===== config.mk =====
export PLATFORM = sky130hd
export DESIGN_NAME = fault_flags_interrupt_unit
export DESIGN_NICKNAME = d
export VERILOG_FILES = /design/src/rtl/fault_flags_pkg.sv /design/src/rtl/fault_flags_interrupt_unit.sv
export SDC_FILE = /design/constraint.sdc
export NUM_CORES = 1
export LEC_CHECK = 0
export BUFFER_PORTS_ARGS = -buffer_cell sky130_fd_sc_hd__buf_4
export CAP_MARGIN = 20
export CORE_UTILIZATION = 55
export DETAILED_ROUTE_END_ITERATION = 8
export PLACE_DENSITY = 0.76
export SETUP_SLACK_MARGIN = 0.4
export SLEW_MARGIN = 20
export SYNTH_ARGS = -nofsm -noshare
export SYNTH_HDL_FRONTEND = slang
export SYNTH_SLANG_ARGS = --single-unit

===== constraint.sdc =====
create_clock -name i_core_clk -period 3.3 [get_ports i_core_clk]
set_input_delay 0.33 -clock i_core_clk [delete_from_list [all_inputs] [get_ports i_core_clk]]
set_output_delay 0.33 -clock i_core_clk [all_outputs]
set_load 0.03 [all_outputs]

===== src/rtl/fault_flags_pkg.sv =====
package fault_flags_pkg;

  // register addresses
  localparam logic [7:0] ADDR_PG_TEMP = 8'h0D;
  localparam logic [7:0] ADDR_PROT = 8'h0E;
  localparam logic [7:0] ADDR_MASK = 8'h0F;
  localparam logic [7:0] ADDR_GEN = 8'h10;
  localparam logic [7:0] ADDR_SWRST = 8'h11;

  // field positions
  localparam int PG_BIT = 2;
  localparam int LOAD_READY_BIT = 5;
  localparam int UNDERVOLT_BIT = 4;
  localparam int TWARN_BIT = 3;
  localparam int TSHUT_BIT = 2;
  localparam int OVERVOLT_BIT = 1;
  localparam int SHORT_BIT = 0;
  localparam int MASK_PG_BIT = 2;
  localparam int MASK_OV_BIT = 1;
  localparam int MASK_SHORT_BIT = 0;
  localparam int GEN_SS_BIT = 5;
  localparam int GEN_AMP_DIS_BIT = 3;
  localparam int GEN_SLEEP_PIN_POLARITY_BIT = 1;
  localparam int GEN_LP_BIT = 0;
  localparam int SWRST_BIT = 0;
  localparam int PROT_FLAG_W = 6;

  // reset values
  localparam logic [7:0] MASK_RST = 8'hF8;
  localparam logic [7:0] GEN_RST = 8'h01;
  localparam logic [7:0] SWRST_RST = 8'h00;
  localparam logic [PROT_FLAG_W-1:0] PROT_RST = 6'h00;
  localparam logic [7:0] RDATA_RST = 8'h00;

  // die temperature range codes
  localparam logic [1:0] TEMP_BELOW_85 = 2'h0;
  localparam logic [1:0] TEMP_85_TO_120 = 2'h1;
  localparam logic [1:0] TEMP_120_TO_150 = 2'h2;
  localparam logic [1:0] TEMP_150_UP = 2'h3;

  typedef enum logic [1:0] {
    SRST_IDLE = 2'b01,
    SRST_ARMED = 2'b10
  } srst_state_t;

  typedef struct packed {
    logic [7:0] addr;
    logic wr;
    logic rd;
    logic [7:0] wdata;
  } reg_req_t;

  // comparator and detector levels from the analogue side
  typedef struct packed {
    logic power_fault;
    logic temp_ge_85;
    logic temp_ge_120;
    logic temp_ge_150;
    logic thermal_shutdown;
    logic input_undervoltage;
    logic input_overvoltage;
    logic output_short;
    logic load_result_ready;
    logic sleep_pin;
  } fault_in_t;

  typedef struct packed {
    logic spread_spectrum_en;
    logic feedback_amp_disable;
    logic low_power_allow;
    logic sleep_active;
  } config_out_t;

  typedef struct packed {
    logic output_power_fault_flag;
    logic [PROT_FLAG_W-1:0] prot_flags;
    logic tshut_prev;
    logic [7:0] mask;
    logic [7:0] gen;
    logic [7:0] swrst_reg;
    srst_state_t srst;
    logic [7:0] rdata;
    logic int_n;
    config_out_t cfg;
  } state_t;

endpackage : fault_flags_pkg


===== src/rtl/fault_flags_interrupt_unit.sv =====
`timescale 1ns/1ps
module fault_flags_interrupt_unit (
  input wire logic i_core_clk,
  input wire logic i_rst_n,
  input wire logic i_clk_en,
  input wire fault_flags_pkg::reg_req_t i_reg,
  input wire fault_flags_pkg::fault_in_t i_faults,
  output logic [7:0] o_reg_rdata,
  output logic o_int_n,
  output fault_flags_pkg::config_out_t o_cfg
);
  import fault_flags_pkg::*;

  state_t st_ff;
  state_t nxt_st;

  function automatic logic [1:0] temp_code(input fault_in_t f);
    if (f.temp_ge_150) begin
      return TEMP_150_UP;
    end else if (f.temp_ge_120) begin
      return TEMP_120_TO_150;
    end else if (f.temp_ge_85) begin
      return TEMP_85_TO_120;
    end
    return TEMP_BELOW_85;
  endfunction : temp_code

  function automatic logic irq_pending(input logic pg, input logic [PROT_FLAG_W-1:0] pf,
                                       input logic [7:0] m);
    return (pg & ~m[MASK_PG_BIT])
      | (pf[OVERVOLT_BIT] & ~m[MASK_OV_BIT])
      | (pf[SHORT_BIT] & ~m[MASK_SHORT_BIT])
      | pf[LOAD_READY_BIT] | pf[UNDERVOLT_BIT]
      | pf[TWARN_BIT] | pf[TSHUT_BIT];
  endfunction : irq_pending

  function automatic logic wr_hit(input reg_req_t r, input logic [7:0] a);
    return r.wr && (r.addr == a);
  endfunction : wr_hit

  logic [PROT_FLAG_W-1:0] prot_set;
  logic [PROT_FLAG_W-1:0] prot_clr;
  logic pg_clr;
  logic srst_fire;

  always_comb begin
    nxt_st = st_ff;
    prot_set = '0;
    prot_set[LOAD_READY_BIT] = i_faults.load_result_ready;
    prot_set[UNDERVOLT_BIT] = i_faults.input_undervoltage;
    prot_set[TWARN_BIT] = i_faults.temp_ge_120;
    // only a fresh rising edge counts as a shutdown event
    prot_set[TSHUT_BIT] = i_faults.thermal_shutdown & ~st_ff.tshut_prev;
    prot_set[OVERVOLT_BIT] = i_faults.input_overvoltage;
    prot_set[SHORT_BIT] = i_faults.output_short;
    // a written zero clears, a written one leaves the flag alone
    prot_clr = '0;
    pg_clr = 1'b0;
    if (wr_hit(i_reg, ADDR_PROT)) begin
      prot_clr = ~i_reg.wdata[PROT_FLAG_W-1:0];
    end
    if (wr_hit(i_reg, ADDR_PG_TEMP)) begin
      pg_clr = ~i_reg.wdata[PG_BIT];
    end
    // set wins over a clear in the same cycle
    nxt_st.prot_flags = (st_ff.prot_flags & ~prot_clr) | prot_set;
    nxt_st.output_power_fault_flag = (st_ff.output_power_fault_flag & ~pg_clr)
      | i_faults.power_fault;
    nxt_st.tshut_prev = i_faults.thermal_shutdown;

    if (wr_hit(i_reg, ADDR_MASK)) begin
      nxt_st.mask = i_reg.wdata;
    end
    if (wr_hit(i_reg, ADDR_GEN)) begin
      nxt_st.gen = i_reg.wdata;
    end

    // software reset: write one then zero to the reset bit
    srst_fire = 1'b0;
    if (wr_hit(i_reg, ADDR_SWRST)) begin
      nxt_st.swrst_reg = i_reg.wdata;
      unique case (st_ff.srst)
        SRST_IDLE: begin
          if (i_reg.wdata[SWRST_BIT]) begin
            nxt_st.srst = SRST_ARMED;
          end
        end
        SRST_ARMED: begin
          if (!i_reg.wdata[SWRST_BIT]) begin
            srst_fire = 1'b1;
          end
        end
        default: begin
          nxt_st.srst = SRST_IDLE;
        end
      endcase
    end
    if (srst_fire) begin
      // flags are untouched here on purpose
      nxt_st.mask = MASK_RST;
      nxt_st.gen = GEN_RST;
      nxt_st.swrst_reg = SWRST_RST;
      nxt_st.srst = SRST_IDLE;
    end

    if (i_reg.rd) begin
      unique case (i_reg.addr)
        ADDR_PG_TEMP: begin
          nxt_st.rdata = {5'h00, st_ff.output_power_fault_flag, temp_code(i_faults)};
        end
        ADDR_PROT: begin
          nxt_st.rdata = {2'h0, st_ff.prot_flags};
        end
        ADDR_MASK: begin
          nxt_st.rdata = st_ff.mask;
        end
        ADDR_GEN: begin
          nxt_st.rdata = st_ff.gen;
        end
        ADDR_SWRST: begin
          nxt_st.rdata = st_ff.swrst_reg;
        end
        default: begin
          nxt_st.rdata = 8'h00;
        end
      endcase
    end

    nxt_st.int_n = ~irq_pending(nxt_st.output_power_fault_flag, nxt_st.prot_flags,
                                nxt_st.mask);
    nxt_st.cfg.spread_spectrum_en = nxt_st.gen[GEN_SS_BIT];
    nxt_st.cfg.feedback_amp_disable = nxt_st.gen[GEN_AMP_DIS_BIT];
    nxt_st.cfg.low_power_allow = nxt_st.gen[GEN_LP_BIT];
    // polarity one: pin active high; zero: active low
    nxt_st.cfg.sleep_active = nxt_st.gen[GEN_SLEEP_PIN_POLARITY_BIT] ? i_faults.sleep_pin
                                                          : ~i_faults.sleep_pin;
  end

  // async reset stands for a full power cycle and clears flags too
  always_ff @(posedge i_core_clk or negedge i_rst_n) begin
    if (!i_rst_n) begin
      st_ff.output_power_fault_flag <= 1'b0;
      st_ff.prot_flags <= PROT_RST;
      st_ff.tshut_prev <= 1'b0;
      st_ff.mask <= MASK_RST;
      st_ff.gen <= GEN_RST;
      st_ff.swrst_reg <= SWRST_RST;
      st_ff.srst <= SRST_IDLE;
      st_ff.rdata <= RDATA_RST;
      st_ff.int_n <= 1'b1;
      st_ff.cfg.spread_spectrum_en <= GEN_RST[GEN_SS_BIT];
      st_ff.cfg.feedback_amp_disable <= GEN_RST[GEN_AMP_DIS_BIT];
      st_ff.cfg.low_power_allow <= GEN_RST[GEN_LP_BIT];
      st_ff.cfg.sleep_active <= 1'b0;
    end else if (i_clk_en) begin
      st_ff <= nxt_st;
    end
  end

  assign o_reg_rdata = st_ff.rdata;
  assign o_int_n = st_ff.int_n;
  assign o_cfg = st_ff.cfg;

  logic prot_wr;
  assign prot_wr = i_clk_en && wr_hit(i_reg, ADDR_PROT);
endmodule : fault_flags_interrupt_unit


==> metrics, run 1 <==
# H-tree levels=2; largest net degree at the start of global routing=45; post-route ant nets=0; CTS clk-pin slew, worst paths=0.08 ns; Pre-Repair DR Iteration Count=4; Post-Syn Area=0.00239 mm²; Die ar.=0.00461 mm²; Yosys reg bits=44; die height=67.9 µm; crit-path max FO=7; commonest non-fill, non-tap cells in the layout=buf_4 (46), dfrtp_1 (36), nand2_1 (25), a22o_1 (18), nor2_1 (15); VDD IR max=0.267 mV; DP HPWL=about 4200 µm; Leak Pwr=1.19 nW; Root Driver=clkbuf_8; Critical Path RT=3.49 ns; Tcrit/Tclk final=0.683; vias per cell=6.14; wire length per cell=18.3 µm; Final nets=about 290; # clock sinks=44; Mean Syn Cell Area=roughly 10 µm²; Ports=44; Startpoint Class=flip-flop; Starting Density=0.585; Power Density=380 mW/mm²; post-CTS sizing=0; placement row count=23; Fillers=328; Clock Path Buffers=2; number of max-cap violations=0; Post-synth EDFFs=0; final setup fails=0; status=finished, final reports clean; sequential element share of the synthesized area=0.465; final-report hold violation count=0; hold_buf cts=0; Setup CP Type=reg2reg; Setup Fix Bufs, Post-CTS=0; worst hold-check path type=in2async; vias in the first global route=about 1,900; first-pass GRT wire length=9310 µm; Worst EP arrival=between 2 and 2.5 ns; achievable frequency=443 MHz; yosys warns=0; Synth Flop Type=dfrtp_1; GPL Wtd Cong=0.894; routed vias=1,928; # DRC=0; total global-route track usage=0.280; initial antenna violation count=0; Skew-Pair Late Insertion Delay=0.30 ns; Critical Path End Type=flip-flop; area grow syn2layout=14.7%; clock skew=0.00603 ns; Async SR Flop Fraction=1.00; final setup TNS=0 ns; IO Port Bufs=43; Least-Margin Pin Slew=0.683 ns; synthesized net count=265; Synth cell types=61; minimum clock period=2.26 ns; Slew HR=0.541; Post-Route WL=5750 µm; Pins Over Slew Limit=0; core footprint=0.00409 mm²; unrepaired setup endpoints after global routing=no; Initial DRC Count=123; share of post-route cells with drive strength above 1=0.295; Chip Width=67.9 µm; total global routing overflow=0; final setup margin=1.04 ns; TritonCTS clock tree=built; dpl ws=0.918 ns; most common cell after layout, fill and taps aside=buf_4; diode count=0; Syn Inst Count=234; clock buffer count from CTS=5
final cells by class:
class                   count  area, µm²  share of cell area
flip-flops and latches     44       1110               0.405
multi-input cells         157       1090               0.398
clock inverters             2       15.0             0.00548
inverters                   9       33.8              0.0123
well taps                  50       62.6              0.0228
clock buffers               6       82.6              0.0301
repair buffers             46        345               0.126
worst max-delay path, cell delays in order (launching register included):
cell and delay, ns:
dfrtp_1 0.39, or4bb_1 0.54, nor4_2 0.54, inv_1 0.18, a21o_2 0.29, a22o_1 0.20
kinds of logic after synthesis:
logic type	count (synthesis)	share of synthesized area
and+or+nand+nor	76	0.191
AOI/OAI and AO/OA	76	0.241
DFF	44	0.465
muxes	5	0.0241
buffers and inverters	33	0.0786
sequential cells by signal (all words and copies together) (netlist names):
name / count
o_reg_rdata: 8
o_int_n: 1
o_cfg: 1
st_ff: 34
stage by stage:
| step | std cells | util | power, W | hold slack, ns | instance area [µm²] |
|---|---|---|---|---|---|
| final | 314 | 0.671 | 0.00104 | 0.0188 | 2740 |
| after global routing | 314 | 0.671 | 0.00108 | 0.0545 | 2740 |
| after CTS | 314 | 0.671 | 0.00105 | 0.0368 | 2740 |
| after detailed placement | 306 | 0.647 | 0.000692 | 0.355 | 2640 |
| after global placement | 306 | 0.647 | 0.000690 | 0.348 | 2640 |
| after floorplan | 234 | - | 0.000632 | 0.0344 | 2390 |
final timing paths:
kind	from	to	slack (ns)	depth (start not counted)
worst max-delay path	st_ff[14]$_DFFE_PN0P_	st_ff[27]$_DFFE_PN0P_	1.04	5
worst min-delay path	i_rst_n	o_cfg[0]$_DFFE_PN0P_	0.02	1
worst max register to register	st_ff[14]$_DFFE_PN0P_	st_ff[27]$_DFFE_PN0P_	1.04	5
worst min register to register	o_reg_rdata[0]$_DFFE_PN0P_	o_reg_rdata[0]$_DFFE_PN0P_	0.48	2
max in group asynchronous	i_rst_n	o_int_n$_DFFE_PN1P_	2.90	1
min in group i_core_clk	i_faults[5]	st_ff[39]$_DFFE_PN0P_	0.24	3
cell usage after synthesis (3+ instances only):
cell / instances / area share
a21oi_1: 12 / 0.025
a22o_1: 18 / 0.066
a22oi_1: 6 / 0.019
a32oi_1: 3 / 0.011
buf_4: 12 / 0.038
clkbuf_1: 7 / 0.011
dfrtp_1: 36 / 0.38
dfstp_2: 8 / 0.088
inv_1: 9 / 0.014
mux2_2: 3 / 0.014
nand2_1: 25 / 0.039
nand2b_1: 3 / 0.0079
nand4b_1: 4 / 0.015
nor2_1: 15 / 0.024
nor2b_1: 3 / 0.0079
nor3_1: 4 / 0.0084
o21ai_0: 10 / 0.021
o22a_1: 5 / 0.018
where the power goes:
group / leakage (nW) / switching [W] / total (W) / internal, W
Sequential: 0.544 / 0.00000915 / 0.000565 / 0.000556
Clock: 0.0434 / 0.000188 / 0.000358 / 0.000170
Combinational: 0.601 / 0.0000688 / 0.000118 / 0.0000494
Total: 1.19 / 0.000266 / 0.00104 / 0.000775
per-layer routing:
metal	vias up	routed length, µm	track usage
met2	56	2800	0.446
met3	2	308	0.0633
met1	940	2600	0.377
li1	930	-	-
met4	0	35	0.0938
met5	-	0	0
(Power assumes the default switching activity.)
==> inputs of run 2 (changes only) <==
- clock period: 3.3 -> 2.2 ns (I/O delays scaled with it)
==> run 2 against run 1 <==
Against the previous run: sequential power grew 50%; critical path type unchanged; maximum frequency rose by 26%; highest routed layer unchanged; final cell count rose by 4.5%; core utilization grew 3.6 points; worst setup slack lost 0.64 ns.
==> metrics, run 2 (synthesis gave the netlist of run 1 again) <==
Startpoint Class=flip-flop; minimum clock period=1.79 ns (-0.462 ns); crit-path max FO=4 (-3); part of the power in registers=0.557 (+0.014); Clock power frac=0.318 (-0.026); share of post-route cells with drive strength above 1=0.353 (+0.0571); Pre-Repair DR Iteration Count=4 (unchanged); unrepaired setup endpoints after global routing=yes; Tcrit/Tclk final=0.815 (+0.132); Fillers=322 (-1.8%); final-report hold violation count=0 (unchanged); clock buffer count from CTS=5 (unchanged); Skew-Pair Late Insertion Delay=0.29 ns (about the same); CTS clk-pin slew, worst paths=0.08 ns (about the same); Net Switching=0.000383 W (+44%); placement row count=23 (unchanged); Final Util=0.706 (+0.0358); Critical Path End Type=flip-flop; # H-tree levels=2 (unchanged); Net Sw Frac=0.251 (-0.00430); Slowest cell on crit path=or4bb_4; critical path cell sequence=or4bb_4 > nor4_4 > buf_4 > a21oi_2 > mux2_4; # DRC=0 (unchanged); clock skew=0.00859 ns (+0.00256 ns); # clock sinks=44 (unchanged); commonest non-fill, non-tap cells in the layout=buf_4 (58), dfrtp_1 (36), nand2_1 (25), a22o_1 (18), nor2_1 (13); Least-Margin Pin Slew=0.536 ns (-0.147 ns); post-route ant nets=0 (unchanged); final setup margin=0.407 ns (-0.638 ns); CP peak stage delay=0.55 ns (about the same); Setup CP Type=reg2reg; DP HPWL=4250 µm (+1.8%); Slew HR=0.642 (+0.102); vias per cell=6.14 (about the same); wire length per cell=17.6 µm (-4.0%); diode count=0 (unchanged); TritonCTS clock tree=built; core footprint=0.00409 mm² (unchanged); Pins Over Slew Limit=0 (unchanged); Post-Route WL=5760 µm (+0.31%); dpl ws=0.167 ns (-0.751 ns); initial antenna violation count=0 (unchanged); first-pass GRT wire length=9140 µm (-1.8%); Leak Pwr=1.27 nW (+7.1%); largest net degree at the start of global routing=45 (unchanged); IO Port Bufs=43 (unchanged); Critical Path RT=2.38 ns (-1.11 ns); worst hold margin=0.150 ns (+0.131 ns); Final nets=308 (+4.8%); max reg flops=34 (unchanged); die height=67.9 µm (unchanged); P_int=0.00114 W (+47%); largest reg by FF count=st_ff; Ports=44 (unchanged); Multi-input gate area=0.00114 mm² (+4.4%); Root Driver=clkbuf_8; Clock Path Buffers=2 (unchanged); final setup fails=0 (unchanged); Worst EP arrival=1.97 ns (-0.47 ns); total global routing overflow=0 (unchanged); area grow syn2layout=20.8%; GPL Wtd Cong=0.885 (-1.1%); Register Area=0.00111 mm² (unchanged); VDD IR max=0.530 mV (+99%); status=finished, final reports clean; routed vias=2,014 (+4.5%); Initial DRC Count=158 (+28%); final setup TNS=0 ns (unchanged); achievable frequency=558 MHz (+26%); Chip Width=67.9 µm (unchanged); vias in the first global route=1,887 (+1.3%); most common cell after layout, fill and taps aside=buf_4; Power Density=527 mW/mm² (+39%); number of max-cap violations=0 (unchanged); Starting Density=0.585 (unchanged); Die ar.=0.00461 mm² (unchanged); total global-route track usage=0.272 (-0.00809); Comb power frac=0.125 (+0.011); worst hold-check path type=in2reg
## run 2: path summary, 6_finish.rpt
path,cells past startpoint,end,from,slack [ns]
setup / recovery,5,st_ff[33]$_DFFE_PN0P_,st_ff[13]$_DFFE_PN1P_,0.41
hold / removal,3,st_ff[40]$_DFFE_PN0P_,i_faults[2],0.15
setup reg to reg,5,st_ff[33]$_DFFE_PN0P_,st_ff[13]$_DFFE_PN1P_,0.41
hold reg to reg,2,o_int_n$_DFFE_PN1P_,o_int_n$_DFFE_PN1P_,0.49
max in group asynchronous,2,st_ff[34]$_DFFE_PN1P_,i_rst_n,1.37
min in group asynchronous,2,st_ff[46]$_DFFE_PN0P_,i_rst_n,0.45
## run 2: layout make-up
cell class                 instances  area share
clock buffer                       6      0.0251
clock inverter                     2     0.00433
inverter                           9      0.0117
multi-input combinational        157       0.394
sequential                        44       0.385
tap                               50      0.0217
timing repair buffer              60       0.158
## run 2: what timing repair did
action / CTS / global route
hold endpoints to repair: 36 / 0
resized for setup: 4 / 9
endpoints found under the setup margin: 15 / 18
buffers inserted: 2 / 1
hold buffers: 1 / 0
pin swaps: 0 / 4
## run 2: critical path, delay by kind of cell, from the launching register on
family,cells,cell delay (ns)
buffers and inverters,1,0.21
and+or+nand+nor,2,0.77
muxes,1,0.26
DFF,1,0.39
AOI/OAI and AO/OA,1,0.05
## run 2: power groups by stage
stage	clock network (W)	logic (W)	registers, W
floorplan	0	0.0000909	0.000858
global placement	0	0.000180	0.000862
detailed placement	0	0.000182	0.000863
CTS	0.000491	0.000185	0.000848
global route	0.000517	0.000208	0.000851
finish	0.000484	0.000190	0.000848
## run 2: through the flow
stage / power [W] / std cells / area [µm²]
floorplan: 0.000949 / 234 / 2390
global placement: 0.00104 / 316 / 2720
detailed placement: 0.00104 / 316 / 2720
CTS: 0.00152 / 327 / 2850
global route: 0.00158 / 328 / 2890
finish: 0.00152 / 328 / 2890
## run 2: layer usage
metal	GRT usage	part of all wire
met4	0.0807	0.0075
met1	0.355	0.44
met3	0.0633	0.060
met5	0	0
met2	0.448	0.49
